File: src/design/pcds_map.svh
`ifndef PCDS_MAP_SVH
`define PCDS_MAP_SVH

// ----------------------------------------------------------------------------
// register byte addresses
// ----------------------------------------------------------------------------
`define PCDS_ADDR_BUS_CLOCK_GATES        32'h4004_8080
`define PCDS_ADDR_SERIAL_PORT0_DIV       32'h4004_8094
`define PCDS_ADDR_UART_DIV               32'h4004_8098
`define PCDS_ADDR_SERIAL_PORT1_DIV       32'h4004_809C
`define PCDS_ADDR_WDT_SOURCE_SELECT      32'h4004_80D0
`define PCDS_ADDR_WDT_SOURCE_UPDATE      32'h4004_80D4
`define PCDS_ADDR_WDT_DIV                32'h4004_80D8
`define PCDS_ADDR_OUT_SOURCE_SELECT      32'h4004_80E0
`define PCDS_ADDR_OUT_SOURCE_UPDATE      32'h4004_80E4
`define PCDS_ADDR_OUT_DIV                32'h4004_80E8
`define PCDS_ADDR_ACTIVE_STATUS          32'h4004_80F0

// ----------------------------------------------------------------------------
// field positions
// ----------------------------------------------------------------------------
`define PCDS_GATE_PIN_CFG_BIT            16
`define PCDS_GATE_CAN_BIT                17
`define PCDS_GATE_SERIAL1_BIT            18
`define PCDS_STATUS_OUT_SEL_LSB          2
`define PCDS_STATUS_WDT_PEND_BIT         4
`define PCDS_STATUS_OUT_PEND_BIT         5

// ----------------------------------------------------------------------------
// reset values and encodings
// ----------------------------------------------------------------------------
`define PCDS_RST_GATES                   3'h0
`define PCDS_RST_DIV                     8'h00
`define PCDS_RST_SEL                     2'h0
`define PCDS_RST_UPDATE                  1'h0
`define PCDS_WDT_SRC_RC                  2'h0
`define PCDS_WDT_SRC_MAIN                2'h1
`define PCDS_WDT_SRC_WDOSC               2'h2
`define PCDS_OUT_SRC_RC                  2'h0
`define PCDS_OUT_SRC_SYSOSC              2'h1
`define PCDS_OUT_SRC_WDOSC               2'h2
`define PCDS_OUT_SRC_MAIN                2'h3

`endif

File: src/design/pcds_pkg.sv
package pcds_pkg;

  // channel order of the five dividers
  typedef enum logic [2:0] {
    PCDS_CH_SERIAL0,
    PCDS_CH_UART,
    PCDS_CH_SERIAL1,
    PCDS_CH_WDT,
    PCDS_CH_OUT
  } pcds_chan_t;

  typedef struct packed {
    logic [2:0]      gates;
    logic [4:0][7:0] div;
    logic [4:0][7:0] act_div;
    logic [4:0][7:0] cnt;
    logic [4:0]      tick;
    logic [1:0]      wdt_sel;
    logic [1:0]      wdt_act;
    logic            wdt_upd;
    logic            wdt_pend;
    logic [1:0]      out_sel;
    logic [1:0]      out_act;
    logic            out_upd;
    logic            out_pend;
    logic [2:0]      sync1;
    logic [2:0]      sync2;
    logic [2:0]      sync3;
    logic [31:0]     rdata;
  } pcds_state_t;

endpackage

File: src/design/pcds_clock_ctrl.sv
`timescale 1ns/1ns
`include "pcds_map.svh"
// Summary of operation
// - bit 16 gates pin configuration bus clock
// - bit 17 gates CAN controller clock
// - bit 18 gates second serial port clock
// - serial port 0 divider, zero stops
// - UART divider, zero stops clock
// - serial port 1 divider, zero stops
// - watchdog source: RC, main, watchdog osc
// - watchdog source applied on 0-then-1 write
// - watchdog update bit, upper bits reserved
// - watchdog divider, zero disables watchdog clock
// - output source: RC, system, watchdog, main
// - output source applied on 0-then-1 write
// - output update bit, resets to zero
// - output divider, zero disables clock output
module pcds_clock_ctrl (
  input  wire logic        ref_clk,
  input  wire logic        rst_n,
  input  wire logic [31:0] addr,
  input  wire logic [31:0] wdata,
  input  wire logic        wr_stb,
  input  wire logic        rd_stb,
  output logic      [31:0] rdata,
  input  wire logic        internal_rc_oscillator,
  input  wire logic        sys_osc_clk,
  input  wire logic        wdt_osc_clk,
  output logic             pin_cfg_clk_en,
  output logic             can_clk_en,
  output logic             serial1_bus_clk_en,
  output logic             serial_port0_peripheral_clock,
  output logic             uart_pclk,
  output logic             serial_port1_peripheral_clock,
  output logic             wdt_pclk,
  output logic             clkout_pin
);

  pcds_pkg::pcds_state_t st;
  pcds_pkg::pcds_state_t next_st;

  logic [2:0] src_edge;
  logic       wdt_src;
  logic       out_src;
  logic [4:0] chan_src;

  // --------------------------------------------------------------------------
  // helpers
  // --------------------------------------------------------------------------
  function automatic logic wdt_source(input logic [1:0] sel, input logic [2:0] edges);
    case (sel)
      `PCDS_WDT_SRC_RC:    wdt_source = edges[0];
      `PCDS_WDT_SRC_MAIN:  wdt_source = 1'b1;
      `PCDS_WDT_SRC_WDOSC: wdt_source = edges[2];
      default:             wdt_source = 1'b0;
    endcase
  endfunction

  function automatic logic out_source(input logic [1:0] sel, input logic [2:0] edges);
    case (sel)
      `PCDS_OUT_SRC_RC:     out_source = edges[0];
      `PCDS_OUT_SRC_SYSOSC: out_source = edges[1];
      `PCDS_OUT_SRC_WDOSC:  out_source = edges[2];
      default:              out_source = 1'b1;
    endcase
  endfunction

  // period end: divider stopped, or last source tick of the period
  function automatic logic at_boundary(input logic [7:0] adiv, input logic [7:0] cnt, input logic src);
    at_boundary = (adiv == 8'h00) || (src && (cnt >= adiv - 8'h01));
  endfunction

  // --------------------------------------------------------------------------
  // source edge detect, after two-stage sync
  // --------------------------------------------------------------------------
  assign src_edge = st.sync2 & ~st.sync3;
  assign wdt_src  = wdt_source(st.wdt_act, src_edge);
  assign out_src  = out_source(st.out_act, src_edge);
  assign chan_src = {out_src, wdt_src, 3'h7};

  // --------------------------------------------------------------------------
  // next state
  // --------------------------------------------------------------------------
  always_comb begin
    logic bnd;
    bnd = 1'b0;
    next_st = st;
    next_st.sync1 = {wdt_osc_clk, sys_osc_clk, internal_rc_oscillator};
    next_st.sync2 = st.sync1;
    next_st.sync3 = st.sync2;
    next_st.rdata = 32'h0000_0000;

    for (int i = 0; i < 5; i++) begin
      bnd = at_boundary(st.act_div[i], st.cnt[i], chan_src[i]);
      next_st.tick[i] = 1'b0;
      if (st.act_div[i] != 8'h00 && chan_src[i]) begin
        if (st.cnt[i] >= st.act_div[i] - 8'h01) begin
          next_st.cnt[i]  = 8'h00;
          next_st.tick[i] = 1'b1;
        end else begin
          next_st.cnt[i] = st.cnt[i] + 8'h01;
        end
      end else if (st.act_div[i] == 8'h00) begin
        next_st.cnt[i] = 8'h00;
      end
      if (bnd) begin
        next_st.act_div[i] = st.div[i];
        if (i == 3 && st.wdt_pend) begin
          next_st.wdt_act  = st.wdt_sel;
          next_st.wdt_pend = 1'b0;
        end
        if (i == 4 && st.out_pend) begin
          next_st.out_act  = st.out_sel;
          next_st.out_pend = 1'b0;
        end
      end
    end

    if (wr_stb) begin
      case (addr)
        `PCDS_ADDR_BUS_CLOCK_GATES: begin
          next_st.gates = {wdata[`PCDS_GATE_SERIAL1_BIT], wdata[`PCDS_GATE_CAN_BIT],
                           wdata[`PCDS_GATE_PIN_CFG_BIT]};
        end
        `PCDS_ADDR_SERIAL_PORT0_DIV: next_st.div[0] = wdata[7:0];
        `PCDS_ADDR_UART_DIV:         next_st.div[1] = wdata[7:0];
        `PCDS_ADDR_SERIAL_PORT1_DIV: next_st.div[2] = wdata[7:0];
        `PCDS_ADDR_WDT_DIV:          next_st.div[3] = wdata[7:0];
        `PCDS_ADDR_OUT_DIV:          next_st.div[4] = wdata[7:0];
        `PCDS_ADDR_WDT_SOURCE_SELECT: next_st.wdt_sel = wdata[1:0];
        `PCDS_ADDR_OUT_SOURCE_SELECT: next_st.out_sel = wdata[1:0];
        `PCDS_ADDR_WDT_SOURCE_UPDATE: begin
          next_st.wdt_upd = wdata[0];
          if (wdata[0] && !st.wdt_upd) begin
            next_st.wdt_pend = 1'b1;
          end
        end
        `PCDS_ADDR_OUT_SOURCE_UPDATE: begin
          next_st.out_upd = wdata[0];
          if (wdata[0] && !st.out_upd) begin
            next_st.out_pend = 1'b1;
          end
        end
        default: begin
        end
      endcase
    end

    if (rd_stb) begin
      case (addr)
        `PCDS_ADDR_BUS_CLOCK_GATES: begin
          next_st.rdata[`PCDS_GATE_PIN_CFG_BIT] = st.gates[0];
          next_st.rdata[`PCDS_GATE_CAN_BIT]     = st.gates[1];
          next_st.rdata[`PCDS_GATE_SERIAL1_BIT] = st.gates[2];
        end
        `PCDS_ADDR_SERIAL_PORT0_DIV:  next_st.rdata[7:0] = st.div[0];
        `PCDS_ADDR_UART_DIV:          next_st.rdata[7:0] = st.div[1];
        `PCDS_ADDR_SERIAL_PORT1_DIV:  next_st.rdata[7:0] = st.div[2];
        `PCDS_ADDR_WDT_DIV:           next_st.rdata[7:0] = st.div[3];
        `PCDS_ADDR_OUT_DIV:           next_st.rdata[7:0] = st.div[4];
        `PCDS_ADDR_WDT_SOURCE_SELECT: next_st.rdata[1:0] = st.wdt_sel;
        `PCDS_ADDR_OUT_SOURCE_SELECT: next_st.rdata[1:0] = st.out_sel;
        `PCDS_ADDR_WDT_SOURCE_UPDATE: next_st.rdata[0]   = st.wdt_upd;
        `PCDS_ADDR_OUT_SOURCE_UPDATE: next_st.rdata[0]   = st.out_upd;
        `PCDS_ADDR_ACTIVE_STATUS: begin
          next_st.rdata[1:0] = st.wdt_act;
          next_st.rdata[`PCDS_STATUS_OUT_SEL_LSB +: 2] = st.out_act;
          next_st.rdata[`PCDS_STATUS_WDT_PEND_BIT]     = st.wdt_pend;
          next_st.rdata[`PCDS_STATUS_OUT_PEND_BIT]     = st.out_pend;
        end
        default: begin
        end
      endcase
    end
  end

  // --------------------------------------------------------------------------
  // state register
  // --------------------------------------------------------------------------
  always_ff @(posedge ref_clk or negedge rst_n) begin
    if (!rst_n) begin
      st          <= '0;
      st.gates    <= `PCDS_RST_GATES;
      st.wdt_sel  <= `PCDS_RST_SEL;
      st.wdt_act  <= `PCDS_RST_SEL;
      st.out_sel  <= `PCDS_RST_SEL;
      st.out_act  <= `PCDS_RST_SEL;
      st.wdt_upd  <= `PCDS_RST_UPDATE;
      st.out_upd  <= `PCDS_RST_UPDATE;
    end else begin
      st <= next_st;
    end
  end

  // --------------------------------------------------------------------------
  // outputs
  // --------------------------------------------------------------------------
  assign rdata                         = st.rdata;
  assign pin_cfg_clk_en                = st.gates[0];
  assign can_clk_en                    = st.gates[1];
  assign serial1_bus_clk_en            = st.gates[2];
  assign serial_port0_peripheral_clock = st.tick[0];
  assign uart_pclk                     = st.tick[1];
  assign serial_port1_peripheral_clock = st.tick[2];
  assign wdt_pclk                      = st.tick[3];
  assign clkout_pin                    = st.tick[4];
endmodule // pcds_clock_ctrl

File: config.mk
export PLATFORM = sky130hd
export DESIGN_NAME = pcds_clock_ctrl
export DESIGN_NICKNAME = d
export VERILOG_FILES = /design/src/design/pcds_pkg.sv /design/src/design/pcds_clock_ctrl.sv
export VERILOG_INCLUDE_DIRS = /design/src /design/src/design
export SDC_FILE = /design/constraint.sdc
export NUM_CORES = 1
export LEC_CHECK = 0
export BUFFER_PORTS_ARGS = -buffer_cell sky130_fd_sc_hd__buf_2
export CORE_ASPECT_RATIO = 0.8
export CORE_MARGIN = 2
export CORE_UTILIZATION = 34
export DETAILED_ROUTE_END_ITERATION = 10
export PLACE_DENSITY = 0.6
export SLEW_MARGIN = 0
export SYNTH_ARGS = -nofsm -noshare
export SYNTH_HDL_FRONTEND = slang
export SYNTH_SLANG_ARGS = --single-unit
File: constraint.sdc
create_clock -name ref_clk -period 3.4 [get_ports ref_clk]
set_input_delay 0.17 -clock ref_clk [delete_from_list [all_inputs] [get_ports ref_clk]]
set_output_delay 0.17 -clock ref_clk [all_outputs]
set_load 0.03 [all_outputs]
==> results.yml <==
synth:
  synth_adder_area_share_pct: 7.36
  ys.flop_type: "dfrtp_1"
  synth_cells: 784
  synthTopCellsByCount: "dfrtp_1, ha_1, nor2_1, mux2_2, nand2_1"
  synthXorXnorAreaFrac_pct: 4.95
  synth-simple-area-share_pct: 15.6
  ys_async_sr_fraction_pct: 100
  ys_types: 67
  ys_warn_count: 0
  yosysTopAreaCell: "dfrtp_1"
  synth_area_leaders: "dfrtp_1, ha_1, mux2_2, mux2_4, buf_4"
  synth_top_area_share_pct: 45.3
  synth.most_common_cell: "dfrtp_1"
  synth_top_family_by_area: "simple AND/OR/NAND/NOR gates"
  synth_area_mm2: 0.00884
  synth_compound_area_share_pct: 10.1
  synth_area_per_cell_um2: 11.3
  synth_seq_cells: 160
  synth-seq-area-share_pct: 45.3
  synth_mux_area_share_pct: 11.2
  synth_edf_count: 0
layout:
  final_core_util_pct: 39.6
  largest_reg_flops: 135
  final-seq-area_mm2: 0.00400
  area_growth_pct: 13.9
  antennaDiodeCount: 0
  drive_gt1_share_pct: 22.7
  nFillCells: 2436
  final_nets: 976
  multiInputGateArea_mm2: 0.00443
  regMostFlops: "st"
sta:
  drv_slew: 0
  tightest_slew_ns: 1.14
  rsz0062_at_grt: "no"
  finalSetupViolations: 0
  slew_headroom_pct: 23.6
  fin_worst_skew_ns: 0.0115
  hold_viol_final: 0
  fin_tns_setup_ns: 0
  period_share_pct: 90.7
  whs_ns: 0.0593
  clock.fmax_mhz: 324
  period_minus_slack_ns: 3.08
route:
  vias: 6134
  ant_nets: 0
  firstDrtPassIters: 5
  remaining_drc_errors: 0
  post_drt_wl_per_cell_um: 15.6
  finalWirelength_mm: 19.0
  drtIter0Drc: 395
  via_per_inst: 5.04
min_path:
  min_path_type: "in -> reg"
worst_setup_path:
  crit_arrival_ns: 3.39
  worstPathRequired_ns: 3.71
  critPathKind: "reg -> reg"
  start_kind: "flop"
  crit_path_max_fanout: 9
  end_kind: "flop"
clock_tree:
  htree_levels: 4
  cts_resized: 0
  cts_buffers: 17
  path_clk_slew_ns: 0.06
  cts_tree: "done"
  cts-root-buf: "clkbuf_16"
  cts.sinks: 160
  cts_buffer_depth: 2
  worstSkewPairLatency_ns: 0.42
floorplan:
  num_rows: 52
  coreArea_mm2: 0.0254
  ios: 111
  dieArea_mm2: 0.0273
  die_x_um: 184
  die_h_um: 148
  initial_core_util_pct: 34.8
global_routing:
  grt_pass1_vias: 6096
  grt_max_degree: 81
  grt_usage_pct: 14.8
  antenna_found_initial: 0
  grt_first_pass_wirelength_mm: 32.1
  grt_remaining_overflow: 0
placement:
  gp_congestion: 0.769
  port_buffers: 68
  post-dp-hpwl_mm: 14.0
pwr:
  power_density_mw_per_mm2: 400
  p_leak_nw: 5.00
  vdd_drop_max_v: 0.000328
flow_run:
  drv_cap: 0
status:
  status: "finished, final reports clean"
-- routing by layer --
layer  wire (um)  up-vias  share of wire, %  GRT usage [%]
met1        9500     3023                50           21.5
met3         823       12               4.3           2.86
met2        8520      139                45           22.5
li1            -     2960                 -              -
met5           0        -                 0              0
met4         174        0              0.92           4.16
-- placed cells by master, fill, tap and decap left out, types with 4 or more instances in the layout --
cell type and n:
nor4_1 9, a21boi_1 4, o32ai_1 7, buf_4 5
o22ai_1 4, and3_1 11, a21o_1 10, ha_1 52
and2_1 6, a211oi_1 5, and4_1 4, dlygate4sd3_1 7
nand2b_1 6, a222oi_1 7, mux2_2 47, mux2_4 24
mux2_1 8, clkbuf_16 17, xor2_1 25, a31oi_1 20
o21ai_0 12, a21oi_1 12, xnor2_1 25, dfrtp_1 160
nand3_1 25, nor2_1 48, inv_1 34, a22o_1 12
nand3b_1 11, a22oi_1 8, conb_1 21, buf_2 67
nor3_1 22, nand4_1 11, nand2_1 44
-- kinds of logic (layout without fill, tap and decap cells) --
| kind of cell | count (synthesis) | in the layout |
|---|---|---|
| AOI/OAI and AO/OA | 124 | 124 |
| xor gates and xnor gates | 50 | 50 |
| adders and majority gates | 52 | 52 |
| buffers and inverters | 85 | 146 |
| DFF | 160 | 160 |
| muxes | 80 | 80 |
| other | 1 | 21 |
| and+or+nand+nor | 232 | 232 |
-- critical path, stage by stage (launching register included) --
cell	delay [ns]
dfrtp_1	0.41
or4_1	0.59
nor2_1	0.16
nand2_1	0.08
xor2_1	0.14
ha_1	0.29
nand4_1	0.12
o31a_1	0.37
o21ai_2	0.42
mux2_2	0.39
-- worst paths after layout --
| check | start | end | slack (ns) | cells after the start |
|---|---|---|---|---|
| min | wdata[6] | st[168]$_DFFE_PN0P_ | 0.06 | 2 |
| max | st[125]$_DFFE_PN0P_ | st[125]$_DFFE_PN0P_ | 0.32 | 9 |
| min in group asynchronous | rst_n | st[74]$_DFF_PN0_ | 0.38 | 2 |
| max reg2reg | st[125]$_DFFE_PN0P_ | st[125]$_DFFE_PN0P_ | 0.32 | 9 |
| min reg2reg | next_st[35]$_DFF_PN0_ | next_st[32]$_DFF_PN0_ | 0.35 | 0 |
| max in group asynchronous | rst_n | st[145]$_DFFE_PN0P_ | 2.19 | 3 |
-- through the flow --
stage	instances	power [mW]	instance area, um^2	setup slack, ns
finish	1216	4.03	10100	0.317
CTS	1216	4.08	10100	0.310
floorplan	804	2.02	8920	0.497
detailed placement	1178	2.11	9410	0.347
global route	1216	4.18	10100	0.0714
global placement	1178	2.10	9410	0.368
-- cell type report --
cell class	count	share of cell area [%]
sequential	160	39.7
clock inverter	12	1.58
tap	351	4.36
multi-input combinational	559	44.0
timing repair buffer	81	4.71
inverter	34	1.27
clock buffer	19	4.39
-- where the power goes --
part           total (mW)  internal, mW  switching, mW
Combinational       0.162        0.0418          0.120
Sequential           1.91          1.91        0.00180
Clock                1.96          1.18          0.782
Total                4.03          3.13          0.904
-- timing repair --
item,in CTS,in global routing
hold buffers,7,0
setup buffers,0,0
endpoints found under the hold margin,84,0
endpoints found under the setup margin,0,0
Power figures use the tool's default switching activity.
